$ cat config.mk
export PLATFORM = sky130hd
export DESIGN_NAME = dcb_brake_ctrl
export DESIGN_NICKNAME = d
export VERILOG_FILES = /design/src/hw/dcb_pkg.sv /design/src/hw/dcb_brake_ctrl.sv
export VERILOG_INCLUDE_DIRS = /design/src /design/src/hw
export SDC_FILE = /design/constraint.sdc
export NUM_CORES = 1
export LEC_CHECK = 0
export BUFFER_PORTS_ARGS = -buffer_cell sky130_fd_sc_hd__buf_4
export CAP_MARGIN = 30
export CORE_ASPECT_RATIO = 0.9
export CORE_MARGIN = 1
export CORE_UTILIZATION = 50
export DETAILED_ROUTE_END_ITERATION = 7
export PLACE_DENSITY = 0.81
export SETUP_SLACK_MARGIN = 0.2
export SYNTH_ARGS = -nofsm -noshare
export SYNTH_HDL_FRONTEND = slang
export SYNTH_SLANG_ARGS = --single-unit
$ cat constraint.sdc
create_clock -name ref_clk -period 4.55 [get_ports ref_clk]
set_clock_uncertainty 0.15 [all_clocks]
set_input_delay 0.2275 -clock ref_clk [delete_from_list [all_inputs] [get_ports ref_clk]]
set_output_delay 0.2275 -clock ref_clk [all_outputs]
set_load 0.02 [all_outputs]
$ cat src/hw/dcb_cfg.svh
// Purpose: Offsets, field positions, reset values and timing counts for DC braking control
// Assumes: Byte addresses on a 32-bit classic Wishbone bus
// Notes: Frequencies in 0.01 Hz units, times in 0.1 s units
`ifndef DCB_CFG_SVH
`define DCB_CFG_SVH

`define DCB_ADR_CTRL 8'h00
`define DCB_ADR_THRESH 8'h04
`define DCB_ADR_DELAY 8'h08
`define DCB_ADR_LEVEL 8'h0C
`define DCB_ADR_ACTIVE 8'h10
`define DCB_ADR_TERM 8'h14
`define DCB_ADR_STATUS 8'h18

`define DCB_CTRL_SRC_LSB 0
`define DCB_CTRL_LEVEL_BIT 2
`define DCB_CTRL_LIGHT_BIT 3

`define DCB_SRC_OFF 2'h0
`define DCB_SRC_STOP 2'h1
`define DCB_SRC_FREQ 2'h2

`define DCB_THRESH_MAX 16'h1770
`define DCB_RELEASE_HYST 17'h000C8
`define DCB_DELAY_MAX 10'h032
`define DCB_ACTIVE_MAX 10'h258
`define DCB_LEVEL_MAX_NORMAL 7'h64
`define DCB_LEVEL_MAX_LIGHT 7'h46

`define DCB_RST_THRESH 16'h0032
`define DCB_RST_ACTIVE 10'h005
`define DCB_RST_LEVEL 7'h32

`define DCB_TICK_NS 100000000
`define DCB_CLK_PERIOD_NS 4

`endif

$ cat src/hw/dcb_pkg.sv
// Purpose: Types shared by the DC braking control block
// Assumes: Used together with dcb_cfg.svh
// Notes: Frequencies are unsigned 0.01 Hz counts
package dcb_pkg;

	typedef enum logic [1:0]
	{
		DCB_IDLE = 2'h0,
		DCB_FREERUN = 2'h1,
		DCB_BRAKE = 2'h3,
		DCB_DONE = 2'h2
	} dcb_state_t;

	typedef struct packed
	{
		logic run_cmd;
		logic [15:0] freq_cmd;
		logic [15:0] out_freq;
		logic [6:0] terminals;
	} dcb_motor_t;

	typedef struct packed
	{
		logic shutoff;
		logic brake_on;
		logic [6:0] current_pct;
	} dcb_drive_t;

endpackage

$ cat src/hw/dcb_brake_ctrl.sv
// Purpose: DC injection braking at stop, with Wishbone register access
// Assumes: Motor status inputs synchronous to ref_clk
// Notes: shutoff marks the free-run gap and braking; idle leaves normal control alone
`timescale 1ns/1ps
`include "dcb_cfg.svh"

module dcb_brake_ctrl
#(
	parameter int TICK_CYCLES = `DCB_TICK_NS / `DCB_CLK_PERIOD_NS
)
(
	// Clock and reset
	input wire logic ref_clk,
	input wire logic resetn,
	// Wishbone slave
	input wire logic wb_cyc_i,
	input wire logic wb_stb_i,
	input wire logic wb_we_i,
	input wire logic [7:0] wb_adr_i,
	input wire logic [3:0] wb_sel_i,
	input wire logic [31:0] wb_dat_i,
	output logic [31:0] wb_dat_o,
	output logic wb_ack_o,
	// Motor side
	input wire dcb_pkg::dcb_motor_t motor_in,
	output dcb_pkg::dcb_drive_t drive_out
);
	import dcb_pkg::*;

	logic [1:0] brake_source_select_reg, brake_source_select_next;
	logic brake_edge_level_select_reg, brake_edge_level_select_next;
	logic light_duty_rating_reg, light_duty_rating_next;
	logic [15:0] brake_freq_threshold_reg, brake_freq_threshold_next;
	logic [9:0] brake_freerun_delay_reg, brake_freerun_delay_next;
	logic [6:0] brake_current_level_reg, brake_current_level_next;
	logic [9:0] brake_active_time_reg, brake_active_time_next;
	logic [2:0] term_assign_reg, term_assign_next;
	logic [31:0] dat_reg, dat_next;
	logic ack_reg, ack_next;
	dcb_state_t state_reg, state_next;
	logic [31:0] pre_reg, pre_next;
	logic [9:0] time_reg, time_next;
	logic stop_latch_reg, stop_latch_next;
	logic freq_latch_reg, freq_latch_next;
	logic trig_prev_reg, trig_prev_next;
	dcb_drive_t drive_reg, drive_next;

	logic external_brake_input;
	logic trigger;
	logic tick;
	logic [16:0] release_level;
	logic [6:0] level_cap;
	logic wr;

	always_comb
	begin
		// Terminal index 0 means no input carries the braking function
		external_brake_input = 1'b0;
		if (term_assign_reg != 3'h0)
			external_brake_input = motor_in.terminals[term_assign_reg - 3'h1];
		release_level = {1'b0, brake_freq_threshold_reg} + `DCB_RELEASE_HYST;
		tick = (pre_reg == 32'(TICK_CYCLES - 1));
		level_cap = light_duty_rating_reg ? `DCB_LEVEL_MAX_LIGHT : `DCB_LEVEL_MAX_NORMAL;
		wr = wb_cyc_i && wb_stb_i && wb_we_i && !ack_reg && wb_sel_i[0];
		// Worked out first so the status read and the sequencer see this cycle's value
		trigger = stop_latch_reg || freq_latch_reg ||
			(external_brake_input && brake_source_select_reg != `DCB_SRC_FREQ);
		trig_prev_next = trigger;

		brake_source_select_next = brake_source_select_reg;
		brake_edge_level_select_next = brake_edge_level_select_reg;
		light_duty_rating_next = light_duty_rating_reg;
		brake_freq_threshold_next = brake_freq_threshold_reg;
		brake_freerun_delay_next = brake_freerun_delay_reg;
		brake_current_level_next = brake_current_level_reg;
		brake_active_time_next = brake_active_time_reg;
		term_assign_next = term_assign_reg;
		ack_next = wb_cyc_i && wb_stb_i && !ack_reg;
		dat_next = 32'h00000000;

		// Writes clamp to the setting maxima, the level always to the normal-duty one; a source code of 3 is dropped
		if (wr)
		begin
			case (wb_adr_i)
				`DCB_ADR_CTRL:
				begin
					if (wb_dat_i[`DCB_CTRL_SRC_LSB +: 2] != 2'h3)
						brake_source_select_next = wb_dat_i[`DCB_CTRL_SRC_LSB +: 2];
					brake_edge_level_select_next = wb_dat_i[`DCB_CTRL_LEVEL_BIT];
					light_duty_rating_next = wb_dat_i[`DCB_CTRL_LIGHT_BIT];
				end
				`DCB_ADR_THRESH:
					brake_freq_threshold_next = (wb_dat_i[15:0] > `DCB_THRESH_MAX) ?
						`DCB_THRESH_MAX : wb_dat_i[15:0];
				`DCB_ADR_DELAY:
					brake_freerun_delay_next = (wb_dat_i[9:0] > `DCB_DELAY_MAX) ?
						`DCB_DELAY_MAX : wb_dat_i[9:0];
				`DCB_ADR_LEVEL:
					brake_current_level_next = (wb_dat_i[6:0] > `DCB_LEVEL_MAX_NORMAL) ?
						`DCB_LEVEL_MAX_NORMAL : wb_dat_i[6:0];
				`DCB_ADR_ACTIVE:
					brake_active_time_next = (wb_dat_i[9:0] > `DCB_ACTIVE_MAX) ?
						`DCB_ACTIVE_MAX : wb_dat_i[9:0];
				`DCB_ADR_TERM:
					term_assign_next = wb_dat_i[2:0];
				default:
					term_assign_next = term_assign_reg;
			endcase
		end
		if (wb_cyc_i && wb_stb_i && !wb_we_i && !ack_reg)
		begin
			case (wb_adr_i)
				`DCB_ADR_CTRL:
					dat_next = {28'h0000000, light_duty_rating_reg,
						brake_edge_level_select_reg, brake_source_select_reg};
				`DCB_ADR_THRESH:
					dat_next = {16'h0000, brake_freq_threshold_reg};
				`DCB_ADR_DELAY:
					dat_next = {22'h000000, brake_freerun_delay_reg};
				`DCB_ADR_LEVEL:
					dat_next = {25'h0000000, brake_current_level_reg};
				`DCB_ADR_ACTIVE:
					dat_next = {22'h000000, brake_active_time_reg};
				`DCB_ADR_TERM:
					dat_next = {29'h00000000, term_assign_reg};
				`DCB_ADR_STATUS:
					dat_next = {16'h0000, time_reg, trigger, freq_latch_reg,
						stop_latch_reg, external_brake_input, state_reg};
				default:
					dat_next = 32'h00000000;
			endcase
		end

		// At-stop latch holds until run returns, so level mode keeps braking
		stop_latch_next = stop_latch_reg;
		if (brake_source_select_reg != `DCB_SRC_STOP || motor_in.run_cmd)
			stop_latch_next = 1'b0;
		else if (motor_in.out_freq < brake_freq_threshold_reg)
			stop_latch_next = 1'b1;
		// Hysteresis stops chatter around the threshold
		freq_latch_next = freq_latch_reg;
		if (brake_source_select_reg != `DCB_SRC_FREQ)
			freq_latch_next = 1'b0;
		else if ({1'b0, motor_in.freq_cmd} >= release_level)
			freq_latch_next = 1'b0;
		else if (motor_in.freq_cmd <= brake_freq_threshold_reg &&
			motor_in.out_freq <= brake_freq_threshold_reg)
			freq_latch_next = 1'b1;

		pre_next = tick ? 32'h00000000 : pre_reg + 32'h00000001;
		state_next = state_reg;
		time_next = time_reg;
		case (state_reg)
			DCB_IDLE:
			begin
				pre_next = 32'h00000000;
				time_next = 10'h000;
				if (trigger && !trig_prev_reg)
					state_next = DCB_FREERUN;
			end
			DCB_FREERUN:
			begin
				if (time_reg >= brake_freerun_delay_reg)
				begin
					state_next = DCB_BRAKE;
					time_next = 10'h000;
					pre_next = 32'h00000000;
				end
				else if (tick)
					time_next = time_reg + 10'h001;
			end
			DCB_BRAKE:
			begin
				if (!brake_edge_level_select_reg && time_reg >= brake_active_time_reg)
					state_next = DCB_DONE;
				else if (tick)
					time_next = time_reg + 10'h001;
			end
			DCB_DONE:
			begin
				if (!trigger)
					state_next = DCB_IDLE;
			end
			default:
				state_next = DCB_IDLE;
		endcase
		// Level mode follows the trigger and ignores the active time
		if (brake_edge_level_select_reg && !trigger && state_reg != DCB_IDLE)
			state_next = DCB_IDLE;
		if (brake_edge_level_select_reg && trigger && state_reg == DCB_DONE)
			state_next = DCB_BRAKE;

		drive_next.shutoff = (state_next == DCB_FREERUN) || (state_next == DCB_BRAKE);
		drive_next.brake_on = (state_next == DCB_BRAKE);
		drive_next.current_pct = 7'h00;
		if (state_next == DCB_BRAKE)
			drive_next.current_pct = (brake_current_level_reg > level_cap) ?
				level_cap : brake_current_level_reg;
	end

	always_ff @(posedge ref_clk)
	begin
		if (!resetn)
		begin
			brake_source_select_reg <= `DCB_SRC_OFF;
			brake_edge_level_select_reg <= 1'b0;
			light_duty_rating_reg <= 1'b0;
			brake_freq_threshold_reg <= `DCB_RST_THRESH;
			brake_freerun_delay_reg <= 10'h000;
			brake_current_level_reg <= `DCB_RST_LEVEL;
			brake_active_time_reg <= `DCB_RST_ACTIVE;
			term_assign_reg <= 3'h0;
			dat_reg <= 32'h00000000;
			ack_reg <= 1'b0;
			state_reg <= DCB_IDLE;
			pre_reg <= 32'h00000000;
			time_reg <= 10'h000;
			stop_latch_reg <= 1'b0;
			freq_latch_reg <= 1'b0;
			trig_prev_reg <= 1'b0;
			drive_reg <= '0;
		end
		else
		begin
			brake_source_select_reg <= brake_source_select_next;
			brake_edge_level_select_reg <= brake_edge_level_select_next;
			light_duty_rating_reg <= light_duty_rating_next;
			brake_freq_threshold_reg <= brake_freq_threshold_next;
			brake_freerun_delay_reg <= brake_freerun_delay_next;
			brake_current_level_reg <= brake_current_level_next;
			brake_active_time_reg <= brake_active_time_next;
			term_assign_reg <= term_assign_next;
			dat_reg <= dat_next;
			ack_reg <= ack_next;
			state_reg <= state_next;
			pre_reg <= pre_next;
			time_reg <= time_next;
			stop_latch_reg <= stop_latch_next;
			freq_latch_reg <= freq_latch_next;
			trig_prev_reg <= trig_prev_next;
			drive_reg <= drive_next;
		end
	end

	assign wb_dat_o = dat_reg;
	assign wb_ack_o = ack_reg;
	assign drive_out = drive_reg;

endmodule

==> out/qor.yml, run 1 <==
tightest_slew_ps: 896.3
antenna_found_initial: 0
wl_per_cell_um: 15.79
peakVddDrop_uv: 182.2
reg2reg_slack_ps: 1230
cpMaxStageDelayCell: "a2111oi_0"
cts_setup_buffers: 0
crit_cells: 13
vias_per_cell: 5.716
initial_core_util_pct: 51.14
rsz0062_at_grt: "false"
n_antenna_cell: 0
fin_tns_setup_ps: 0
power.density_mw_per_mm2: 279.0
placed_cell_area_mm2: 0.007921
syn-cell-area_mm2: 0.007136
max_cap_violations: 0
io_buffers: 95
crit_start: "brake_freq_threshold_reg[5]"
setup_ws_ps: 1226
synth.avg_cell_area_um2: 8.505
holdBufCountCts: 14
area_growth_pct: 20.01
nets: 1100
cp.buffers_inverters: 1
slowest_delay_ps: 470
cp_max_fo: 4
tritoncts: "yes"
cts_made_buffers: 17
rows: 41
clk_pin_slew_ps: 50
crit_end: "freq_latch_reg"
stdcell_area_mm2: 0.008563
first_iter_violations: 523
fillers: 1216
drtPass1Iterations: 5
period_needed_ps: 3324
dp.cells: 1099
yosys.cell_types.count: 72
crit_path_start_kind: "flop"
grt_max_degree: 38
ys_top_cells_by_area: "dfxtp_1, ha_1, nor2_1, nand2_1, a21oi_1"
r2r_end: "freq_latch_reg"
hold_viol_final: 0
pin_count: 131
ant_nets: 0
place_hpwl_um: 13500
slew_viol_final: 0
drive_gt1_share_pct: 15.72
fp.dieW_um: 127.9
rr_startpoint: "brake_freq_threshold_reg[5]"
cts.repair.resized: 0
fin_crit_sh_pct: 73.06
dpl_worst_slack_ps: 1227
crit_type: "flop to flop"
gp_congestion: 0.8656
synth_ff_type: "dfxtp_1"
worstPathArrival_ps: 3490
root_buffer: "clkbuf_16"
instances_no_fill: 1141
ctsLongestPathBuffers: 2
grt_pass1_vias: 6082
cts-htree-levels: 4
crit_chain: "inv_1 -> nor3_1 -> nor3_1 -> or3_1 -> nor2_1 -> nand2_1 -> xnor2_1 -> ha_1 -> o21ai_0 -> nand2b_1 -> a2111oi_0 -> o21ai_0 -> a221oi_1"
synth_enable_flop_cells: 0
wirelength_um: 18020
hp-class: "primary input to flop"
status: "finished, final reports clean"
overflow: 0
core_mm2: 0.01395
maxSlewHeadroom_pct: 39.73
grt_pass1_wl_um: 29280
largest_reg_flops: 32
drc_errors: 0
required_ps: 4720
reg2regPathDepth: 13
synth_top_cell_by_area: "dfxtp_1"
crit_family: "simple AND/OR/NAND/NOR gates"
postSynthCellCount: 839
die_y_um: 115.3
ys_ff_latch: 122
vias: 6522
setup_viol: 0
fmax_mhz: 300.8
synth.top_cell.area_share_pct: 34.23
yosys_warnings: 0
hold_ws_ps: 19.86
clock-sinks: 122
worst_setup_path_end_kind: "flop"
track_usage_pct: 25.30
seq_area_frac_synth_pct: 34.23
fin_util_pct: 61.37
p_leak_nw: 3.346
power_mw: 2.389
dieArea_mm2: 0.01475
ys_async_sr_fraction_pct: 0
clk_latency_ps: 410
-- cell type report --
| type | instances | area (um^2) | area share, % |
|---|---|---|---|
| inverter | 55 | 206.4 | 2.411 |
| multi-input combinational | 631 | 4295 | 50.16 |
| clock buffer | 24 | 481.7 | 5.625 |
| clock inverter | 4 | 20.02 | 0.2338 |
| timing repair buffer | 112 | 875.8 | 10.23 |
| sequential | 122 | 2442 | 28.52 |
| tap | 193 | 241.5 | 2.820 |
-- worst min-delay path, cell delays in order --
cell,delay [ps]
buf_4,80
nor4_1,50
nand3_1,100
a21oi_1,70
-- placed cells by master, fill, tap and decap left out, drive strengths merged, types with 9 or more instances in the layout --
cell type / synthesis / final
nor2: 96 / 96
nor3: 17 / 17
nor2b: 9 / 9
buf: 23 / 98
inv: 55 / 55
a21oi: 51 / 51
dfxtp: 122 / 122
dlygate4sd3: 0 / 14
ha: 72 / 72
nand2: 73 / 73
nand4: 22 / 22
nor4: 13 / 13
a22oi: 14 / 14
conb: 1 / 16
nand3: 34 / 34
xor2: 22 / 22
xnor2: 25 / 25
o21ai: 20 / 20
and3: 12 / 12
mux2i: 10 / 10
clkbuf: 23 / 24
-- metal layers --
layer / part of all wire, % / GRT usage, % / vias up
li1: - / - / 3180
met1: 45 / 33.42 / 3023
met2: 45 / 41.05 / 278
met3: 8.3 / 5.770 / 41
met4: 1.8 / 8.078 / 0
met5: 0 / 0 / -
-- Yosys cell counts (4+ instances only) --
cell type,number
a211oi_1,8
a21o_1,5
a21oi_1,50
a221oi_1,8
a22o_1,8
a22oi_1,14
a31oi_1,4
and2_1,7
and3_1,12
and4_1,5
buf_4,19
clkbuf_1,23
dfxtp_1,122
ha_1,72
inv_1,55
mux2i_1,10
nand2_1,73
nand2b_1,7
nand3_1,33
nand4_1,22
nor2_1,96
nor2b_1,9
nor3_1,16
nor4_1,11
o211ai_1,5
o21ai_0,20
o221a_2,5
o31ai_1,4
or3_1,6
xnor2_1,25
xor2_1,22
-- logic make-up (layout without fill, tap and decap cells) --
kind of cell	after synthesis	after routing	synth area share, %
and+or+nand+nor	319	319	22.46
AOI/OAI and AO/OA	162	162	15.94
DFF	122	122	34.23
buffers and inverters	101	195	6.365
adders and majority gates	72	72	12.62
xor gates and xnor gates	47	47	5.769
muxes	15	15	2.560
other	1	16	0.05255
-- power breakdown --
part | switching [mW] | total (mW) | internal, mW
clock | 0.431 | 1.15 | 0.720
combinational | 0.0887 | 0.167 | 0.0780
sequential | 0.000389 | 1.07 | 1.07
-- how the worst min path moves through the flow --
stage | startpoint | endpoint | slack (ps) | cells past startpoint
detailed placement | motor_in[39] | stop_latch_reg | 250 | 2
CTS | wb_dat_i[4] | brake_current_level_reg[4] | 3 | 3
finish | wb_dat_i[12] | brake_freq_threshold_reg[11] | 20 | 4
global route | wb_dat_i[12] | brake_freq_threshold_reg[11] | 20 | 4
floorplan | motor_in[39] | stop_latch_reg | 150 | 1
global placement | motor_in[39] | stop_latch_reg | 250 | 2
(Power assumes the default switching activity.)
==> inputs of run 2 (changes only) <==
--- a/config.mk
+++ b/config.mk
@@ -6,13 +6,14 @@
 export SDC_FILE = /design/constraint.sdc
 export NUM_CORES = 1
 export LEC_CHECK = 0
+export ABC_AREA = 1
 export BUFFER_PORTS_ARGS = -buffer_cell sky130_fd_sc_hd__buf_4
 export CAP_MARGIN = 30
 export CORE_ASPECT_RATIO = 0.9
 export CORE_MARGIN = 1
 export CORE_UTILIZATION = 50
 export DETAILED_ROUTE_END_ITERATION = 7
-export PLACE_DENSITY = 0.81
+export PLACE_DENSITY = 0.83
 export SETUP_SLACK_MARGIN = 0.2
 export SYNTH_ARGS = -nofsm -noshare
 export SYNTH_HDL_FRONTEND = slang
==> constraint.sdc (replaced) <==
create_clock -name ref_clk -period 2.8 [get_ports ref_clk]
set_clock_uncertainty 0.15 [all_clocks]
set_input_delay 0.14 -clock ref_clk [delete_from_list [all_inputs] [get_ports ref_clk]]
set_output_delay 0.14 -clock ref_clk [all_outputs]
set_load 0.02 [all_outputs]
==> run 2 against run 1 <==
Cell count up 26%; worst hold slack improved by 18 ps; critical path depth stayed put; clock power grew 120%; sequential power rose by 63%; critical path type unchanged; critical endpoint unchanged; largest cell class unchanged; largest power group unchanged.
==> out/qor.yml, run 2 <==
switching_share_pct: 21.74  # -0.034 points
synth_most_common_cell: "nand2_1"
seqPwrFrac_pct: 38.2  # -6.6 points
synth_enable_flop_cells: 0  # unchanged
status: "finished, final reports clean"
wirelength_um: 21710  # +21%
dpl_worst_slack_ps: 94.09  # -1133 ps
slew_viol_final: 0  # unchanged
antenna_found_initial: 0  # unchanged
fp.dieW_um: 134.2  # +4.9%
power.density_mw_per_mm2: 469.6  # +68%
required_ps: 3010  # -1710 ps
n_antenna_cell: 0  # unchanged
crit_type: "flop to flop"
cts_made_buffers: 17  # unchanged
grt_max_degree: 35  # -7.9%
yosys.cell_types.count: 54  # -25%
hp-class: "primary input to flop"
largest_reg_flops: 32  # unchanged
p_sw_uw: 987.4  # +90%
grt_pass1_vias: 7221  # +19%
postSynthCellCount: 1093  # +30%
wl_per_cell_um: 15.15  # -4.0%
area_growth_pct: 22.94
peakVddDrop_uv: 478.8  # +160%
dieArea_mm2: 0.01624  # +10%
ant_nets: 0  # unchanged
synth.top_cell.area_share_pct: 31.05  # -3.2 points
max_cap_violations: 0  # unchanged
ys_top_cells_by_area: "dfxtp_1, ha_1, nand2_1, inv_1, nor2_1"
fin_tns_setup_ps: 0  # unchanged
drc_errors: 0  # unchanged
initial_core_util_pct: 51.12  # about the same
crit_path_start_kind: "flop"
place_hpwl_um: 16180  # +20%
rows: 43  # +4.9%
drive_gt1_share_pct: 16.33  # +0.61 points
io_buffers: 95  # unchanged
hold_viol_final: 0  # unchanged
clockPowerShare_pct: 55.4  # +7.2 points
setup_viol: 0  # unchanged
gp_congestion: 0.9448  # +9.1%
fmax_mhz: 414.2  # +38%
worstPathArrival_ps: 2630  # -860 ps
synth_top_cell_by_area: "dfxtp_1"
combPwrFrac_pct: 6.4  # -0.6 points
first_iter_violations: 803  # +54%
grt_pass1_wl_um: 35220  # +20%
vias: 7870  # +21%
seq_area_frac_synth_pct: 31.05  # -3.2 points
ys_top_cells_by_count: "nand2_1, inv_1, nor2_1"
final_common_cell: "nand2_1"
p_int_mw: 3.554  # +90%
tritoncts: "yes"
vias_per_cell: 5.492  # -3.9%
drtPass1Iterations: 5  # unchanged
ys_ff_latch: 122  # unchanged
period_needed_ps: 2415  # -909.9 ps
clk_latency_ps: 420  # about the same
nets: 1380  # +25%
cts-htree-levels: 4  # unchanged
worst_setup_path_end_kind: "flop"
ctsLongestPathBuffers: 2  # unchanged
core_mm2: 0.01539  # +10%
pin_count: 131  # unchanged
syn-cell-area_mm2: 0.007866  # +10%
rsz0062_at_grt: "true"
fin_crit_sh_pct: 86.23  # +13 points
die_y_um: 121.0  # +4.9%
p_leak_nw: 4.161  # +24%
setup_ws_ps: 385.4  # -840.1 ps
root_buffer: "clkbuf_16"
track_usage_pct: 27.68  # +2.4 points
synth_ff_type: "dfxtp_1"
cp_max_fo: 4  # unchanged
most-common-layout-cells: "nand2_1, inv_1, nor2_1, dfxtp_1, buf_4"
clock-sinks: 122  # unchanged
overflow: 0  # unchanged
clk_pin_slew_ps: 60  # about the same
ys_async_sr_fraction_pct: 0  # unchanged
synth.avg_cell_area_um2: 7.197  # -15%
yosys_warnings: 0  # unchanged
run 2: cell types whose count changed in the layout (fill, tap and decap cells not counted), moves of 19 or more:
cell / change
nor3_1: +23
nor2_1: +33
a21oi_1: +30
xnor2_1: -19
nand2_1: +120
inv_1: +88
o21ai_0: +27
run 2: through the flow:
stage / area, um^2 / hold slack (ps) / power (mW) / util, % / cells
floorplan: 7923 / 132.8 / 1.927 / - / 1108
global placement: 8753 / 263.9 / 2.032 / 56.89 / 1383
detailed placement: 8753 / 287.9 / 2.037 / 56.89 / 1383
CTS: 9604 / 24.82 / 4.545 / 62.42 / 1432
global route: 9671 / 63.32 / 4.653 / 62.85 / 1433
finish: 9671 / 37.95 / 4.542 / 62.85 / 1433
run 2: per-layer routing:
layer  track usage, %  wire length [um]  vias up
met5                0                 0        -
met4            8.708               401        0
met3            6.892              1997       42
met2            42.94              9542      379
met1            37.60              9773     3564
li1                 -                 -     3885
run 2: path summary, 6_finish.rpt:
kind / start / to / cells after the start / slack [ps]
worst max-delay path: brake_freq_threshold_reg[5] / freq_latch_reg / 13 / 390
worst min-delay path: wb_dat_i[14] / brake_freq_threshold_reg[1] / 4 / 40
worst max register to register: brake_freq_threshold_reg[5] / freq_latch_reg / 13 / 390
worst min register to register: pre_reg[0] / pre_reg[0] / 1 / 320
run 2: cell families after synthesis:
kind of cell,synth area share (%)
fa+ha+maj,11.45
simple gates,29.92
buf+inv,10.18
xor+xnor,3.786
other cells,0.04767
compound gates,13.57
flops,31.05
run 2: critical path: stages (launching register included):
cell and delay [ps]:
dfxtp_1 380, nand3_1 140, nand2_1 150, nand3_1 200, nor3_2 190, xor2_1 180
ha_1 290, a21oi_1 130, o21ai_0 100, nand4_1 90, o211ai_1 90, nor2_1 100
nand4_1 80, nor2_1 90
run 2: final cells by class:
cell class / count / area [um^2]
Fill cell: 1344 / 5717
Multi-Input combinational cell: 800 / 4737
Sequential cell: 122 / 2450
Timing Repair Buffer: 127 / 998.5
Inverter: 151 / 568.0
Clock buffer: 20 / 446.7
Tap cell: 202 / 252.7
Clock inverter: 11 / 217.7
run 2: what timing repair did:
item	CTS	global route
endpoints found under the setup margin	1	2
gates resized for setup	3	12
pin swaps	1	2
endpoints found under the hold margin	39	0
hold buffers	18	0
setup buffers	0	1
run 2: power groups by stage:
stage,sequential (mW),clock [mW],combinational [mW]
after detailed placement,1.78,0,0.261
after floorplan,1.78,0,0.151
after global placement,1.78,0,0.256
after CTS,1.74,2.53,0.282
final,1.74,2.52,0.290
after global routing,1.74,2.60,0.317
==> inputs of run 3 (changes only) <==
--- a/config.mk
+++ b/config.mk
@@ -7,13 +7,14 @@
 export NUM_CORES = 1
 export LEC_CHECK = 0
 export ABC_AREA = 1
-export BUFFER_PORTS_ARGS = -buffer_cell sky130_fd_sc_hd__buf_4
 export CAP_MARGIN = 30
 export CORE_ASPECT_RATIO = 0.9
 export CORE_MARGIN = 1
 export CORE_UTILIZATION = 50
 export DETAILED_ROUTE_END_ITERATION = 7
-export PLACE_DENSITY = 0.83
+export DONT_BUFFER_PORTS = 1
+export HOLD_SLACK_MARGIN = 0.08
+export PLACE_DENSITY = 0.76
 export SETUP_SLACK_MARGIN = 0.2
 export SYNTH_ARGS = -nofsm -noshare
 export SYNTH_HDL_FRONTEND = slang
==> run 3 against run 2 <==
Non-clock buffer count is 70 lower; via count is 2.6% lower; combinational power is 23% lower; wire length is 0.11% lower; cell area is 4.3% lower; clock-buffer cell count is 1 higher; sequential share of layout area is 1.1 points higher; worst hold slack better by 24 ps; sequential cell count stayed put; cell count is 4.8% lower; register-to-register slack worse by 80 ps; fmax is 3.3% lower; critical endpoint unchanged; largest power group unchanged.
==> out/qor.yml, run 3 (same netlist as run 2, synthesis figures left out) <==
status: "finished, final reports clean"
setup_viol: 0  # unchanged
stdcell_area_mm2: 0.009251  # -4.3%
grt_pass1_vias: 7107  # -1.6%
fmax_mhz: 400.5  # -3.3%
clk_latency_ps: 420  # about the same
area_growth_pct: 17.61
wirelength_um: 21690  # -0.11%
ant_nets: 0  # unchanged
ctsLongestPathBuffers: 2  # unchanged
placed_cell_area_mm2: 0.008033  # -8.2%
rsz0062_at_grt: "true"
rows: 43  # unchanged
drc_errors: 0  # unchanged
clk_pin_slew_ps: 60  # about the same
worst_setup_path_end_kind: "flop"
reg2reg_slack_ps: 300  # -80 ps
wl_per_cell_um: 15.90  # +4.9%
max_cap_violations: 0  # unchanged
drive_gt1_share_pct: 9.983  # -6.3 points
tritoncts: "yes"
clock-sinks: 122  # unchanged
pin_count: 131  # unchanged
reg2regPathDepth: 17  # +4
crit_start: "brake_freq_threshold_reg[3]"
most-common-layout-cells: "nand2_1, inv_1, nor2_1, dfxtp_1, a21oi_1"
cts-htree-levels: 4  # unchanged
fin_util_pct: 60.12  # -2.7 points
hold_viol_final: 0  # unchanged
dieArea_mm2: 0.01624  # unchanged
n_antenna_cell: 0  # unchanged
vias: 7667  # -2.6%
io_buffers: 0  # -100%
p_leak_nw: 3.792  # -8.9%
place_hpwl_um: 15650  # -3.3%
period_needed_ps: 2497  # +82.12 ps
rr_startpoint: "brake_freq_threshold_reg[3]"
largest_reg_flops: 32  # unchanged
required_ps: 2960  # -50 ps
die_y_um: 121.0  # unchanged
cts_made_buffers: 17  # unchanged
crit_path_start_kind: "flop"
hold_ws_ps: 61.54  # +23.59 ps
power.density_mw_per_mm2: 474.1  # +0.95%
hp-class: "primary input to flop"
antenna_found_initial: 0  # unchanged
fin_crit_sh_pct: 89.17  # +2.9 points
peakVddDrop_uv: 416.6  # -13%
cp_max_fo: 5  # +1
r2r_end: "freq_latch_reg"
gp_congestion: 0.9177  # -2.9%
slew_viol_final: 0  # unchanged
fp.dieW_um: 134.2  # unchanged
final_common_cell: "nand2_1"
maxSlewHeadroom_pct: 60.19
dp.cells: 1287  # -6.9%
initial_core_util_pct: 51.12  # unchanged
worstPathArrival_ps: 2660  # +30 ps
vias_per_cell: 5.621  # +2.3%
drtPass1Iterations: 5  # unchanged
core_mm2: 0.01539  # unchanged
root_buffer: "clkbuf_16"
fin_tns_setup_ps: 0  # unchanged
grt_pass1_wl_um: 34980  # -0.68%
instances_no_fill: 1364  # -4.8%
crit_end: "freq_latch_reg"
holdPathStages: 3  # -1
tightest_slew_ps: 596.3
crit_type: "flop to flop"
overflow: 0  # unchanged
track_usage_pct: 27.31  # -0.38 points
fillers: 1383  # +2.9%
first_iter_violations: 786  # -2.1%
nets: 1310  # -5.1%
grt_max_degree: 36  # +2.9%
## run 3: changes by cell type in the layout (fill, tap and decap cells not counted), moves of 2 or more
cell / change
inv_1: -2
dlygate4sd3_1: +25
buf_4: -96
dfxtp_1: -2
inv_2: +2
nand3_1: -3
dfxtp_2: +3
nand3_2: +3
## run 3: repair_timing
item                                    4_1_cts  5_1_grt
pin swaps                                     0        5
endpoints found under the setup margin        1       12
resized for setup                             2       24
endpoints found under the hold margin        82        2
buffers inserted                              0        1
gates cloned                                  0        0
hold buffers                                 42        2
## run 3: routing by layer
| metal | global-route usage, % | share of wire, % |
|---|---|---|
| met1 | 37.11 | 45 |
| met2 | 42.16 | 44 |
| met3 | 6.475 | 8.6 |
| met4 | 9.480 | 2.4 |
| met5 | 0 | 0 |
## run 3: metrics by stage
step	worst slack, ps	power (mW)
after floorplan	380.5	1.927
after global placement	178.8	1.931
after detailed placement	125.8	1.934
after CTS	255.0	4.400
after global routing	156.8	4.519
final	303.3	4.386
## run 3: final cells by class
class | instances | area (um^2) | share of cell area, %
timing repair buffer | 57 | 548.0 | 5.924
clock inverter | 11 | 192.7 | 2.083
inverter | 151 | 568.0 | 6.140
clock buffer | 21 | 460.4 | 4.977
sequential | 122 | 2450 | 26.48
multi-input combinational | 800 | 4780 | 51.66
tap | 202 | 252.7 | 2.732
## run 3: power by group
group	total [mW]	switching [mW]	internal (mW)
Sequential	1.74	0.00144	1.74
Clock	2.43	0.801	1.62
Combinational	0.223	0.140	0.0831
## run 3: how the worst min path moves through the flow
| stage | startpoint | end | slack (ps) |
|---|---|---|---|
| floorplan | wb_dat_i[0] | brake_freq_threshold_reg[0] | 130 |
| CTS | motor_in[23] | freq_latch_reg | 80 |
| detailed placement | resetn | brake_current_level_reg[1] | 90 |
| global placement | resetn | brake_current_level_reg[1] | 80 |
| finish | wb_we_i | brake_freerun_delay_reg[8] | 60 |
| global route | wb_we_i | brake_freerun_delay_reg[8] | 90 |
## run 3: critical path: stages (launching register included)
cell and delay, ps:
dfxtp_4 380, ha_4 140, nand2_1 60, nand2_2 100, o21ai_4 80, nor3_4 260
xor2_1 170, inv_1 80, ha_4 270, nand2_1 50, inv_2 50, nand3_1 60
inv_1 50, nand4_1 120, nor2_1 170, nor2_1 70, nand4_1 80, nor2_1 50
